<file path="src/apd_pkg.sv">
package pwr_down_pkg;
  localparam int IDLE_CNT_W = 4;
  localparam logic [3:0] IDLE_LIMIT = 4'hf;
  localparam int REG_A_AUTO_PD_BIT = 1;
  localparam int REG_A_SPEED_BIT = 3;
  localparam int REG_A_ARRAY_CLK_BIT = 4;
  localparam int REG_A_MCELL_CLK_BIT = 5;
  localparam int REG_B_WR_BIT = 2;
  localparam int REG_B_RD_BIT = 3;
  localparam int REG_B_PSE_BIT = 4;
  localparam int REG_B_ALE_BIT = 5;
  localparam int REG_B_SPARE_BIT = 6;
  localparam logic [7:0] REG_A_RESET = 8'h00;
  localparam logic [7:0] REG_B_RESET = 8'h00;
  localparam int REG_W = 8;
endpackage

</file>
<file path="src/sync2.sv">
`timescale 1ns/100ps
module sync2 #(
  parameter int W = 1
) (
  input wire logic i_clk_sys,
  input wire logic i_arst_n,
  input wire logic [W-1:0] i_d,
  output logic [W-1:0] o_q
);
  logic [W-1:0] meta_q;
  logic [W-1:0] sync_q;
  always_ff @(posedge i_clk_sys or negedge i_arst_n) begin
    if (!i_arst_n) begin
      meta_q <= '0;
      sync_q <= '0;
    end else begin
      meta_q <= i_d;
      sync_q <= meta_q;
    end
  end
  assign o_q = sync_q;
endmodule // sync2

</file>
<file path="src/auto_powerdown_unit.sv">
`timescale 1ns/100ps
// Behaviour
// - Idle counter runs when enabled and strobe quiet
// - Fifteen idle clock periods raise power-down
// - Unit enable and chip select high enable power-down entry
// - Strobe activity ends power-down
// - Chip select low or reset high wakes
// - Bus blocked from memories and arrays
// - All memories deselected in power-down
// - Logic and PLD port pins stay active
// - Port pins: hold (MCU I/O), follow (PLD), or tri-state (peripheral)
// - Counter clock unaffected by array clock blocking
// - Logic clock feeds macrocells and counter
// - Chip select high disables memories and I/O space only
// - Register A bit 3 selects low-power speed
// - Register A bit 1 enables auto power-down
// - Bits 4,5 gate clock from array, macrocells
// - Register B bits 2-6 gate control inputs
module auto_powerdown_unit (
  input wire logic i_clk_sys,
  input wire logic i_arst_n,
  input wire logic i_logic_clock_in,
  input wire logic i_ale,
  input wire logic i_wr_n,
  input wire logic i_rd_n,
  input wire logic i_program_store_enable_n,
  input wire logic i_chip_sel_n,
  input wire logic i_dev_reset,
  input wire logic i_reg_a_we,
  input wire logic i_reg_b_we,
  input wire logic [pwr_down_pkg::REG_W-1:0] i_reg_wdata,
  input wire logic [7:0] i_bus_ad,
  input wire logic [7:0] i_mcu_io_out,
  input wire logic [7:0] i_pld_out,
  input wire logic [7:0] i_periph_out,
  output logic [pwr_down_pkg::REG_W-1:0] o_power_mode_reg_a,
  output logic [pwr_down_pkg::REG_W-1:0] o_power_mode_reg_b,
  output logic o_powerdown_active,
  output logic [3:0] o_idle_count,
  output logic [7:0] o_mem_bus_ad,
  output logic o_mem_select,
  output logic o_io_space_enable,
  output logic o_array_bus_enable,
  output logic o_low_power_mode,
  output logic o_array_clk,
  output logic o_mcell_clk,
  output logic o_array_wr_n,
  output logic o_array_rd_n,
  output logic o_array_pse_n,
  output logic o_array_ale,
  output logic o_logic_active,
  output logic [7:0] o_mcu_io_pins,
  output logic [7:0] o_pld_pins,
  output logic [7:0] o_periph_pins,
  output logic o_periph_oe
);
  import pwr_down_pkg::*;

  logic [6:0] sync_out;
  logic clk_s, ale_s, wr_s, rd_s, pse_s, csn_s, rst_s;
  logic clk_prev_q, ale_prev_q;
  logic [REG_W-1:0] reg_a_q, reg_b_q;
  logic [IDLE_CNT_W-1:0] cnt_q, cnt_d;
  logic pd_q, pd_d;
  logic [7:0] bus_hold_q, bus_hold_d;
  logic [7:0] mcu_io_q, pld_q, periph_q;

  sync2 #(.W(7)) u_sync (
    .i_clk_sys(i_clk_sys),
    .i_arst_n(i_arst_n),
    .i_d({i_logic_clock_in, i_ale, i_wr_n, i_rd_n, i_program_store_enable_n, i_chip_sel_n, i_dev_reset}),
    .o_q(sync_out)
  );
  assign {clk_s, ale_s, wr_s, rd_s, pse_s, csn_s, rst_s} = sync_out;

  // Rising edge of the logic clock drives the counter regardless of gating bits
  wire clk_rise = clk_s & ~clk_prev_q;
  wire ale_edge = ale_s ^ ale_prev_q;
  wire auto_en = reg_a_q[REG_A_AUTO_PD_BIT];
  wire wake = ale_edge | ~csn_s | rst_s;

  always_comb begin
    cnt_d = cnt_q;
    pd_d = pd_q;
    if (!auto_en || ale_edge || rst_s) begin
      cnt_d = '0;
    end else if (clk_rise && cnt_q != IDLE_LIMIT) begin
      cnt_d = cnt_q + 4'h1;
    end
    if (!auto_en || wake) begin
      pd_d = 1'b0;
    end else if (clk_rise && cnt_q == IDLE_LIMIT - 4'h1) begin
      pd_d = 1'b1;
    end
  end

  assign bus_hold_d = pd_q ? bus_hold_q : i_bus_ad;

  always_ff @(posedge i_clk_sys or negedge i_arst_n) begin
    if (!i_arst_n) begin
      clk_prev_q <= 1'b0;
      ale_prev_q <= 1'b0;
      cnt_q <= '0;
      pd_q <= 1'b0;
      bus_hold_q <= 8'h00;
    end else begin
      clk_prev_q <= clk_s;
      ale_prev_q <= ale_s;
      cnt_q <= cnt_d;
      pd_q <= pd_d;
      bus_hold_q <= bus_hold_d;
    end
  end

  always_ff @(posedge i_clk_sys or negedge i_arst_n) begin
    if (!i_arst_n) begin
      reg_a_q <= REG_A_RESET;
      reg_b_q <= REG_B_RESET;
    end else begin
      if (i_reg_a_we) begin
        reg_a_q <= i_reg_wdata;
      end
      if (i_reg_b_we) begin
        reg_b_q <= i_reg_wdata;
      end
    end
  end

  // Pins hold their last level in power-down where required
  always_ff @(posedge i_clk_sys or negedge i_arst_n) begin
    if (!i_arst_n) begin
      mcu_io_q <= 8'h00;
      pld_q <= 8'h00;
      periph_q <= 8'h00;
    end else begin
      if (!pd_q) begin
        mcu_io_q <= i_mcu_io_out;
      end
      pld_q <= i_pld_out;
      periph_q <= i_periph_out;
    end
  end

  assign o_power_mode_reg_a = reg_a_q;
  assign o_power_mode_reg_b = reg_b_q;
  assign o_powerdown_active = pd_q;
  assign o_idle_count = cnt_q;
  assign o_mem_bus_ad = bus_hold_q;
  assign o_mem_select = ~pd_q & ~csn_s;
  assign o_io_space_enable = ~csn_s;
  assign o_array_bus_enable = ~pd_q;
  assign o_low_power_mode = reg_a_q[REG_A_SPEED_BIT];
  assign o_array_clk = clk_s & ~reg_a_q[REG_A_ARRAY_CLK_BIT];
  assign o_mcell_clk = clk_s & ~reg_a_q[REG_A_MCELL_CLK_BIT];
  assign o_array_wr_n = wr_s | reg_b_q[REG_B_WR_BIT];
  assign o_array_rd_n = rd_s | reg_b_q[REG_B_RD_BIT];
  assign o_array_pse_n = pse_s | reg_b_q[REG_B_PSE_BIT];
  assign o_array_ale = ale_s & ~reg_b_q[REG_B_ALE_BIT] & ~reg_b_q[REG_B_SPARE_BIT];
  assign o_logic_active = 1'b1;
  assign o_mcu_io_pins = mcu_io_q;
  assign o_pld_pins = pld_q;
  assign o_periph_pins = periph_q;
  assign o_periph_oe = ~pd_q;
endmodule // auto_powerdown_unit

</file>
<file path="config.mk">
export PLATFORM = sky130hd
export DESIGN_NAME = auto_powerdown_unit
export DESIGN_NICKNAME = d
export VERILOG_FILES = /design/src/apd_pkg.sv /design/src/sync2.sv /design/src/auto_powerdown_unit.sv
export SDC_FILE = /design/constraint.sdc
export NUM_CORES = 1
export LEC_CHECK = 0
export BUFFER_PORTS_ARGS = -buffer_cell sky130_fd_sc_hd__clkbuf_2
export CORE_AREA = 2 2 76 78
export DETAILED_ROUTE_END_ITERATION = 6
export DIE_AREA = 0 0 78 80
export PLACE_DENSITY = 0.73
export SLEW_MARGIN = 20
export SYNTH_ARGS = -nofsm -noshare
export SYNTH_HDL_FRONTEND = slang
export SYNTH_SLANG_ARGS = --single-unit
</file>
<file path="constraint.sdc">
create_clock -name i_clk_sys -period 1.7 [get_ports i_clk_sys]
set_input_delay 0.51 -clock i_clk_sys [delete_from_list [all_inputs] [get_ports i_clk_sys]]
set_output_delay 0.51 -clock i_clk_sys [all_outputs]
set_load 0.05 [all_outputs]
</file>
After elaboration in Yosys (flattened, before gate mapping):

Index checks and enable logic that the tools add are counted.
Widths: inputs -> output; s select.

* add/sub/neg operators: 1
* equal/unequal tests: 2
* multiplexer cells: 4
* bitwise operators: 19
* reduce and logical (&&, ||, !) cells: 8

Operator list (number)
* $mux 4: 2
* $not 1->1: 7
* $and 1x1->1: 6
* $or 1x1->1: 5
* $add 4x1->4 const B: 1
* $eq 4x4->1 const B: 1
* $ne 4x4->1 const B: 1
* $reduce_bool 2->1: 2
* $logic_or 1x1->1: 3
* $logic_and 1x1->1: 2
* $mux 1: 2
* $logic_not 1->1: 1
* $xor 1x1->1: 1

* flip-flop bits (word level): 69
* input port bits: 51
* output and inout port bits: 65

Longest topological paths before layout:

Gate-level depths: netlist of run 1.

* depth after elaboration: 5
* gate-level depth with buffers: 5
* gate-level depth less buffers: 5

Modules after synthesis:

Synthesis of run 1 repeated with hierarchy kept, for this count alone.

* cells, all modules: 143
* area, all modules: 2347.3 sq um

By module, submodules not included
* auto_powerdown_unit: times used 1, cells each 129, area an instance 1996.9 sq um
* sync2: times used 1, cells each 14, area an instance 350.3 sq um

Worst setup path before layout of run 1:

Ideal clock, no wire load.

* path type: reg2out
* from: reg reg_b_q[5] (netlist: o_power_mode_reg_b[5])
* to: out o_array_ale
* data arrival time: 1792 ps
* required time: 1190 ps
* path slack: -602 ps
* stages on the path, launching flop included: 2
* path buffers: 0
* cells stage by stage: dfrtp_1 -> nor3b_1

* word-level cells in the longest chain between the ends: 3

RTL lines
* from (decl): line auto_powerdown_unit.sv:62 `logic [REG_W-1:0] reg_a_q, reg_b_q;`
* from (signal assigned): line auto_powerdown_unit.sv:124 `reg_b_q <= i_reg_wdata;`
* $not 1->1: line auto_powerdown_unit.sv:158 `assign o_array_ale = ale_s & ~reg_b_q[REG_B_ALE_BIT] & ~reg_b_q[REG_B_SPARE_BIT];`
* $and 1x1->1 (2 in series): line auto_powerdown_unit.sv:158
* to (decl): line auto_powerdown_unit.sv:50 `output logic o_array_ale,`

Every way passes these cells.

Final worst setup path of run 1:

* from: reg reg_b_q[4] (netlist: o_power_mode_reg_b[4])
* to: out o_array_pse_n

* word-level cells in the longest chain between the ends: 1

RTL lines
* $or 1x1->1: line auto_powerdown_unit.sv:157 `assign o_array_pse_n = pse_s | reg_b_q[REG_B_PSE_BIT];`
* to (decl): line auto_powerdown_unit.sv:49 `output logic o_array_pse_n,`

Every way passes these cells.

==> results of run 1 <==
==> sequential cells by signal (all words and copies together), names as in the netlist <==
register            count
o_mcu_io_pins           8
o_mem_bus_ad            8
o_periph_pins           8
o_pld_pins              8
o_power_mode_reg_a      8
o_power_mode_reg_b      8
u_sync.meta_q           7
u_sync.o_q              7
o_idle_count            4
ale_prev_q              1
clk_prev_q              1
o_powerdown_active      1
==> cell families after synthesis <==
logic type               after synthesis
other                                  1
AO/OA/AOI/OAI                          9
adder cells (fa/ha/maj)                2
XOR/XNOR                               1
AND/OR/NAND/NOR                       17
flip-flops                            69
buffers and inverters                 12
multiplexers                          32
==> routing by layer <==
layer  track usage  vias to the layer above  routed length [um]
li1              -                      725                   -
met1        0.1702                      762                1731
met2        0.2491                       65                2369
met3       0.07353                        6                 452
met4       0.09649                        0                  71
met5             0                        -                   0
==> where the power goes <==
part	switching, W	internal (W)
Sequential	0.0000488	0.00174
Combinational	0.000465	0.000188
Clock	0.000522	0.000700
==> metrics by stage <==
stage,total power [W],setup WS [ns],utilization,instances
after floorplan,0.002244,-0.1206,-,143
after global placement,0.002439,0.1854,0.5567,323
after detailed placement,0.002449,0.1501,0.5567,323
after CTS,0.003703,-0.02875,0.5986,339
after global routing,0.003814,0.002141,0.6014,340
final,0.003662,0.04768,0.6014,340
==> area by class of cell <==
type	count	area [um^2]
Clock buffer	12	145.1
Clock inverter	2	35.03
Fill cell	442	2155
Inverter	4	18.77
Multi-Input combinational cell	62	579.3
Sequential cell	69	1730
Tap cell	72	90.09
Timing Repair Buffer	119	651.9
==> cell usage in the layout, fill, tap and decap left out, types with 2 or more instances in the layout <==
cell type	Yosys	layout
inv_1	4	3
buf_8	0	2
clkbuf_1	2	2
nand3_1	2	2
dfrtp_2	0	3
clkbuf_8	0	11
or2_4	0	3
nor2b_2	0	2
o21ai_0	2	2
buf_4	3	5
ha_1	2	2
or3_1	3	3
o31ai_1	2	2
dfrtp_1	69	66
mux2_2	32	32
a21oi_1	4	4
clkbuf_2	0	109
==> worst max-delay path, cell delays in order, from the launching register on <==
cell and delay, ns:
dfrtp_1 0.39, or2_4 0.26, clkbuf_8 0.18
==> final timing paths <==
path / startpoint / to / slack [ns] / cells after the start
max in group asynchronous: i_arst_n / o_powerdown_active / 1.20 / 2
setup reg to reg: o_idle_count[0] / o_idle_count[3] / 0.14 / 4
hold / removal: i_arst_n / u_sync.o_q[4] / 0.20 / 2
hold reg to reg: u_sync.meta_q[5] / u_sync.o_q[5] / 0.34 / 0
setup / recovery: o_power_mode_reg_b[4] / o_array_pse_n / 0.05 / 2
min in group i_clk_sys: i_program_store_enable_n / u_sync.meta_q[2] / 0.29 / 1
==> what timing repair did <==
item	4_1_cts	5_1_grt
endpoints found under the hold margin	0	0
setup endpoints to repair	4	3
gates resized for setup	8	5
setup buffers	2	1
==> flow_summary.json, run 1 <==
{
  "outcome": "complete, no violations",
  "clock_skew_ns": 0.008519,
  "synth_warnings": 0,
  "start_util": 0.4343,
  "die_x_um": 78,
  "synth.most_common_cell": "dfrtp_1",
  "placed_area_mm2": 0.003009,
  "htree_levels": 3,
  "clkTransAtPathRegs_ns": 0.06,
  "synth_ff_type": "dfrtp_1",
  "finalCritPeriodShare": 0.9720,
  "required_ns": 1.19,
  "via_per_inst": 4.582,
  "worstHoldPathType": "input pin to async pin",
  "ant_nets": 0,
  "std_cell_rows": 27,
  "area_growth_syn_to_layout_pct": 38.49,
  "peakVddDrop_v": 0.0007828,
  "dr.pass1.iters": 3,
  "ys_types": 25,
  "place_hpwl_um": 3379,
  "cts_buffers": 9,
  "criticalPathCategory": "flop to primary output",
  "drv_cap": 0,
  "min_period_ns": 1.652,
  "start_kind": "flop",
  "synthAdderAreaFrac": 0.01066,
  "port_buffers": 114,
  "grt_pass1_vias": 1618,
  "synth_top_cell_by_area": "dfrtp_1",
  "synth-compound-area-share": 0.02239,
  "wl_um": 4624,
  "antennaDiodeCount": 0,
  "avgSynthCellArea_um2": 16.41,
  "grtUsageTotal": 0.1567,
  "ys_seq_area_frac": 0.7356,
  "die_area_mm2": 0.006240,
  "ys_async_sr_fraction": 1.000,
  "clk_path_buf_depth": 2,
  "ys_ff_latch": 69,
  "antenna_found_initial": 0,
  "synth_area_leaders": "dfrtp_1 74%, mux2_2 15%, ha_1 1.1%, buf_4 0.96%, a21oi_1 0.85%",
  "syn-num-nets": 196,
  "drt_iter0_drc": 54,
  "routabilityCongestion": 0.7850,
  "leakagePower_nw": 1.610,
  "cts_hold_buffers": 0,
  "synth_edf_count": 0,
  "cts_tree": "done",
  "num-nets-final": 318,
  "crit_arrival_ns": 1.14,
  "grt_max_degree": 70,
  "worstSetupEndpointType": "primary output",
  "postLayoutCellArea_mm2": 0.003251,
  "die_y_um": 80,
  "synth_top_family_by_area": "multiplexers",
  "tns_ns": 0,
  "cp_max_fo": 2,
  "maxSlewViolCount": 0,
  "overflow": 0,
  "netlist_area_mm2": 0.002347,
  "grt_pass1_wl_um": 7314,
  "clkSinkCount": 69,
  "fmax_mhz": 605.2,
  "synth.area.mux_share": 0.1535,
  "synth-xor-area-share": 0.003731,
  "synth.top_cell.area_share": 0.7356,
  "clk_latency_ns": 0.32,
  "postSynthCellCount": 143,
  "core_mm2": 0.005405,
  "drc_errors": 0,
  "power.density_mw_per_mm2": 1127,
  "setup_viol": 0,
  "whs_ns": 0.1994,
  "synth_common_cells": "69 x dfrtp_1, 32 x mux2_2, 4 x a21oi_1, 4 x inv_1",
  "wire_per_inst_um": 13.60,
  "drive_gt1_frac": 0.6493,
  "cts-root-buf": "clkbuf_8",
  "rsz0062_at_grt": "no",
  "top_level_ports": 116,
  "vias": 1558,
  "hold_viol": 0,
  "synthSimpleGateAreaFrac": 0.04424
}
Power figures use the tool's default switching activity.
==> run 2: changes to the inputs <==
--- a/config.mk
+++ b/config.mk
@@ -6,10 +6,10 @@
 export NUM_CORES = 1
 export LEC_CHECK = 0
 export BUFFER_PORTS_ARGS = -buffer_cell sky130_fd_sc_hd__clkbuf_2
-export CORE_AREA = 2 2 76 78
+export CORE_AREA = 2 2 77 79
 export DETAILED_ROUTE_END_ITERATION = 6
-export DIE_AREA = 0 0 78 80
-export PLACE_DENSITY = 0.73
+export DIE_AREA = 0 0 79 81
+export PLACE_DENSITY = 0.72
 export SLEW_MARGIN = 20
 export SYNTH_ARGS = -nofsm -noshare
 export SYNTH_HDL_FRONTEND = slang
==> run 2 against run 1 <==
  * Clock skew is 0.0023 ns lower
  * Register-to-register slack worse by 0.02 ns
  * Sequential power about the same
  * Power grew 0.36%
==> flow_summary.json, run 2 (synthesis results as in run 1) <==
{
  "min_period_ns": 1.657,
  "setup_viol": 0,
  "worstSetupEndpointType": "primary output",
  "mostFrequentLayoutCell": "clkbuf_2",
  "antenna_found_initial": 0,
  "htree_levels": 3,
  "place_ws_ns": 0.1375,
  "cts-root-buf": "clkbuf_8",
  "start_kind": "flop",
  "path_cells": "or2_2, buf_8",
  "grt_pass1_wl_um": 7341,
  "postLayoutCellArea_mm2": 0.003254,
  "fmax_mhz": 603.5,
  "place_hpwl_um": 3332,
  "placed_area_mm2": 0.003013,
  "cts_buffers": 9,
  "wire_per_inst_um": 13.40,
  "r2r_start": "o_idle_count[0]",
  "hold_viol": 0,
  "reg2reg_depth": 4,
  "cts_hold_buffers": 0,
  "final_cell_mix": "107 x clkbuf_2, 66 x dfrtp_1, 32 x mux2_2",
  "reg2reg_slack_ns": 0.12,
  "netSwitchingFraction": 0.2852,
  "layout_setup_ws_ns": 0.04303,
  "std_cell_rows": 28,
  "drc_errors": 0,
  "crit_arrival_ns": 1.15,
  "cts_tree": "done",
  "antennaDiodeCount": 0,
  "maxSlewViolCount": 0,
  "p_switching_w": 0.001048,
  "critical-path-slowest-cell": "dfrtp_1",
  "outcome": "complete, no violations",
  "port_buffers": 114,
  "num-nets-final": 318,
  "die_area_mm2": 0.006399,
  "crit_path_end": "o_array_pse_n",
  "grt_max_degree": 70,
  "clkPwrFrac": 0.336,
  "grtUsageTotal": 0.1512,
  "routabilityCongestion": 0.7296,
  "utilization": 0.5734,
  "crit_start": "o_power_mode_reg_b[4]",
  "peakVddDrop_v": 0.0006559,
  "clkSinkCount": 69,
  "clock_skew_ns": 0.006180,
  "core_mm2": 0.005675,
  "drt_iter0_drc": 51,
  "ant_nets": 0,
  "seqPwrFrac": 0.486,
  "multi_input_area_um2": 576.8,
  "criticalPathCategory": "flop to primary output",
  "cp_max_fo": 2,
  "clk_path_buf_depth": 2,
  "leakagePower_nw": 1.610,
  "required_ns": 1.19,
  "dr.pass1.iters": 4,
  "worstHoldPathType": "input pin to async pin",
  "intPower_w": 0.002627,
  "combinationalPowerShare": 0.178,
  "via_per_inst": 4.595,
  "area_growth_syn_to_layout_pct": 38.65,
  "clk_latency_ns": 0.32,
  "drive_gt1_frac": 0.6493,
  "rr_endpoint": "o_idle_count[3]",
  "die_y_um": 81,
  "p_total_w": 0.003676,
  "die_x_um": 79,
  "vias": 1576,
  "clkTransAtPathRegs_ns": 0.07,
  "top_level_ports": 116,
  "regArea_mm2": 0.001730,
  "finalCritPeriodShare": 0.9747,
  "grt_pass1_vias": 1570,
  "wl_um": 4596,
  "critPathMaxStageDelay_ns": 0.37,
  "power.density_mw_per_mm2": 1129,
  "drv_cap": 0,
  "overflow": 0,
  "fillCellCount": 489,
  "start_util": 0.4136
}
run 2: how the worst min path moves through the flow:
stage	from	to	slack (ns)	cells after the start
floorplan	i_arst_n	ale_prev_q	0.21	0
global placement	u_sync.meta_q[0]	u_sync.o_q[0]	0.33	0
detailed placement	u_sync.meta_q[2]	u_sync.o_q[2]	0.33	0
CTS	i_arst_n	ale_prev_q	0.21	2
global route	i_arst_n	o_idle_count[2]	0.22	2
finish	i_arst_n	ale_prev_q	0.19	2
run 2: area by class of cell:
class,instances,area share
clock inverters,2,0.01077
well taps,75,0.02884
repair buffers,119,0.2011
flip-flops and latches,69,0.5317
inverters,4,0.005767
multi-input cells,62,0.1772
clock buffers,12,0.04460
run 2: critical path: cells and delay by family (launching register included):
kind	cells	cell delay (ns)
DFF	1	0.37
buffers and inverters	1	0.16
and+or+nand+nor	1	0.31
run 2: layer usage:
layer	GRT usage	wire, um	vias up
li1	-	-	723
met4	0.07414	28	0
met2	0.2347	2259	68
met5	0	0	-
met3	0.05778	394	4
met1	0.1869	1914	781
run 2: what timing repair did:
| item | 4_1_cts | 5_1_grt |
|---|---|---|
| setup buffers | 1 | 2 |
| cloned | 0 | 0 |
| endpoints found under the setup margin | 4 | 6 |
| resized for setup | 8 | 7 |
run 2: through the flow:
stage	hold slack (ns)	std cells	setup TNS [ns]
floorplan	0.2144	143	-0.1319
global placement	0.3342	326	0
detailed placement	0.3347	326	0
CTS	0.2066	341	-0.02178
global route	0.2204	343	-0.002297
finish	0.1915	343	0
run 2: power groups by stage:
stage	clock network (W)	logic, W	registers [W]
after floorplan	0	0.000153	0.00209
after global placement	0	0.000626	0.00181
after detailed placement	0	0.000632	0.00182
after CTS	0.00128	0.000648	0.00179
after global routing	0.00136	0.000689	0.00180
final	0.00124	0.000655	0.00179
==> run 3: changes to the inputs <==
--- a/config.mk
+++ b/config.mk
@@ -5,10 +5,11 @@
 export SDC_FILE = /design/constraint.sdc
 export NUM_CORES = 1
 export LEC_CHECK = 0
-export BUFFER_PORTS_ARGS = -buffer_cell sky130_fd_sc_hd__clkbuf_2
-export CORE_AREA = 2 2 77 79
+export BUFFER_PORTS_ARGS = -buffer_cell sky130_fd_sc_hd__buf_4
+export CAP_MARGIN = 20
+export CORE_AREA = 5 5 80 82
 export DETAILED_ROUTE_END_ITERATION = 6
-export DIE_AREA = 0 0 79 81
+export DIE_AREA = 0 0 85 87
 export PLACE_DENSITY = 0.72
 export SLEW_MARGIN = 20
 export SYNTH_ARGS = -nofsm -noshare
==> run 3 against run 2 <==
  * Core utilization increased by 4.9 points
  * Routed wire length increased by 12%
  * Worst hold slack got worse by 0.13 ns
  * Sequential share of layout area decreased by 4.1 points
  * Critical path depth unchanged
  * Clock-buffer cell count decreased by 1
  * Combinational power increased by 14%
==> flow_summary.json, run 3 (synthesis results as in run 1) <==
{
  "criticalPathCategory": "flop to primary output",
  "seqPwrFrac": 0.480,
  "clk_latency_ns": 0.32,
  "fin_cells": 343,
  "cts_buffers": 9,
  "rsz0062_at_grt": "yes",
  "area_growth_syn_to_layout_pct": 50.37,
  "combinationalPowerShare": 0.200,
  "netSwitchingFraction": 0.2834,
  "cts_hold_buffers": 0,
  "drive_gt1_frac": 0.6530,
  "start_util": 0.4136,
  "peakVddDrop_v": 0.0008085,
  "setup_viol": 0,
  "power.density_mw_per_mm2": 1056,
  "die_y_um": 87,
  "leakagePower_nw": 1.680,
  "std_cell_rows": 28,
  "start_kind": "flop",
  "cts-root-buf": "clkbuf_8",
  "antennaDiodeCount": 0,
  "wire_per_inst_um": 14.95,
  "vias": 1582,
  "place_hpwl_um": 3908,
  "clk_path_buf_depth": 2,
  "worstHoldPathType": "input pin to async pin",
  "outcome": "complete, no violations",
  "grt_pass1_vias": 1627,
  "utilization": 0.6219,
  "worstSetupEndpointType": "primary output",
  "maxSlewViolCount": 0,
  "finalCritPeriodShare": 0.9617,
  "die_x_um": 85,
  "drv_cap": 0,
  "required_ns": 1.19,
  "num-nets-final": 318,
  "clkPwrFrac": 0.320,
  "tns_ns": 0,
  "clkSinkCount": 69,
  "intPower_w": 0.002670,
  "placed_area_mm2": 0.003306,
  "dr.pass1.iters": 4,
  "top_level_ports": 116,
  "grtUsageTotal": 0.1447,
  "crit_arrival_ns": 1.12,
  "via_per_inst": 4.612,
  "overflow": 0,
  "reg2reg_slack_ns": 0.08,
  "antenna_found_initial": 0,
  "dp_cells": 327,
  "routabilityCongestion": 0.7142,
  "port_buffers": 114,
  "ant_nets": 0,
  "mostFrequentLayoutCell": "buf_4",
  "die_area_mm2": 0.007395,
  "postLayoutCellArea_mm2": 0.003530,
  "final_cell_mix": "114 x buf_4, 66 x dfrtp_1, 32 x mux2_2",
  "hold_viol": 0,
  "grt_pass1_wl_um": 8142,
  "clock_skew_ns": 0.005811,
  "grt_max_degree": 37,
  "cts_tree": "done",
  "core_mm2": 0.005675,
  "fmax_mhz": 611.6,
  "drc_errors": 0,
  "wl_um": 5127,
  "cp_max_fo": 3,
  "drt_iter0_drc": 45,
  "min_period_ns": 1.635,
  "clkTransAtPathRegs_ns": 0.07,
  "p_switching_w": 0.001056,
  "htree_levels": 3
}
==> run 3: repair_timing <==
action	in CTS	in global routing
gates resized for setup	5	6
pin swaps	0	0
cloned	0	0
buffers inserted	2	0
setup endpoints to repair	3	4
==> run 3: worst max-delay path, cell delays in order, from the launching register on <==
cell     delay, ns
dfrtp_1       0.41
nor3b_2       0.21
buf_6         0.18
==> run 3: power by group through the flow <==
stage	logic [W]	registers (W)	clock network, W
after floorplan	0.000153	0.00209	0
after global placement	0.000723	0.00181	0
after detailed placement	0.000729	0.00182	0
after CTS	0.000746	0.00179	0.00124
after global routing	0.000780	0.00180	0.00131
final	0.000744	0.00179	0.00119
==> run 3: metal layers <==
layer | global-route usage | routed length [um] | vias up
met2 | 0.2316 | 2521 | 81
met1 | 0.1601 | 1947 | 765
met3 | 0.06433 | 535 | 12
li1 | - | - | 724
met4 | 0.08345 | 123 | 0
met5 | 0 | 0 | -
==> run 3: area by class of cell <==
class	count	area, um^2
Fill cell	461	2146
Sequential cell	69	1730
Timing Repair Buffer	119	932.1
Multi-Input combinational cell	62	583.1
Clock buffer	11	131.4
Tap cell	75	93.84
Clock inverter	3	40.04
Inverter	4	18.77
==> run 3: final timing paths <==
| kind | startpoint | end | cells past startpoint |
|---|---|---|---|
| max | o_power_mode_reg_b[5] | o_array_ale | 2 |
| min in group i_clk_sys | i_dev_reset | u_sync.meta_q[0] | 1 |
| max reg2reg | o_idle_count[0] | o_idle_count[3] | 4 |
| max in group asynchronous | i_arst_n | u_sync.meta_q[1] | 2 |
| min | i_arst_n | o_idle_count[3] | 1 |
| min reg2reg | u_sync.meta_q[0] | u_sync.o_q[0] | 0 |
==> run 3: per-stage QoR <==
stage          setup WS [ns]  total power, W  hold slack [ns]
2_1_floorplan        -0.1206        0.002244           0.2144
3_3_place_gp          0.1735        0.002538           0.3318
3_5_place_dp         0.08654        0.002549           0.3356
4_1_cts           0.00005718        0.003776          0.05006
5_1_grt             -0.01215        0.003894          0.06148
6_report             0.06503        0.003726          0.05797
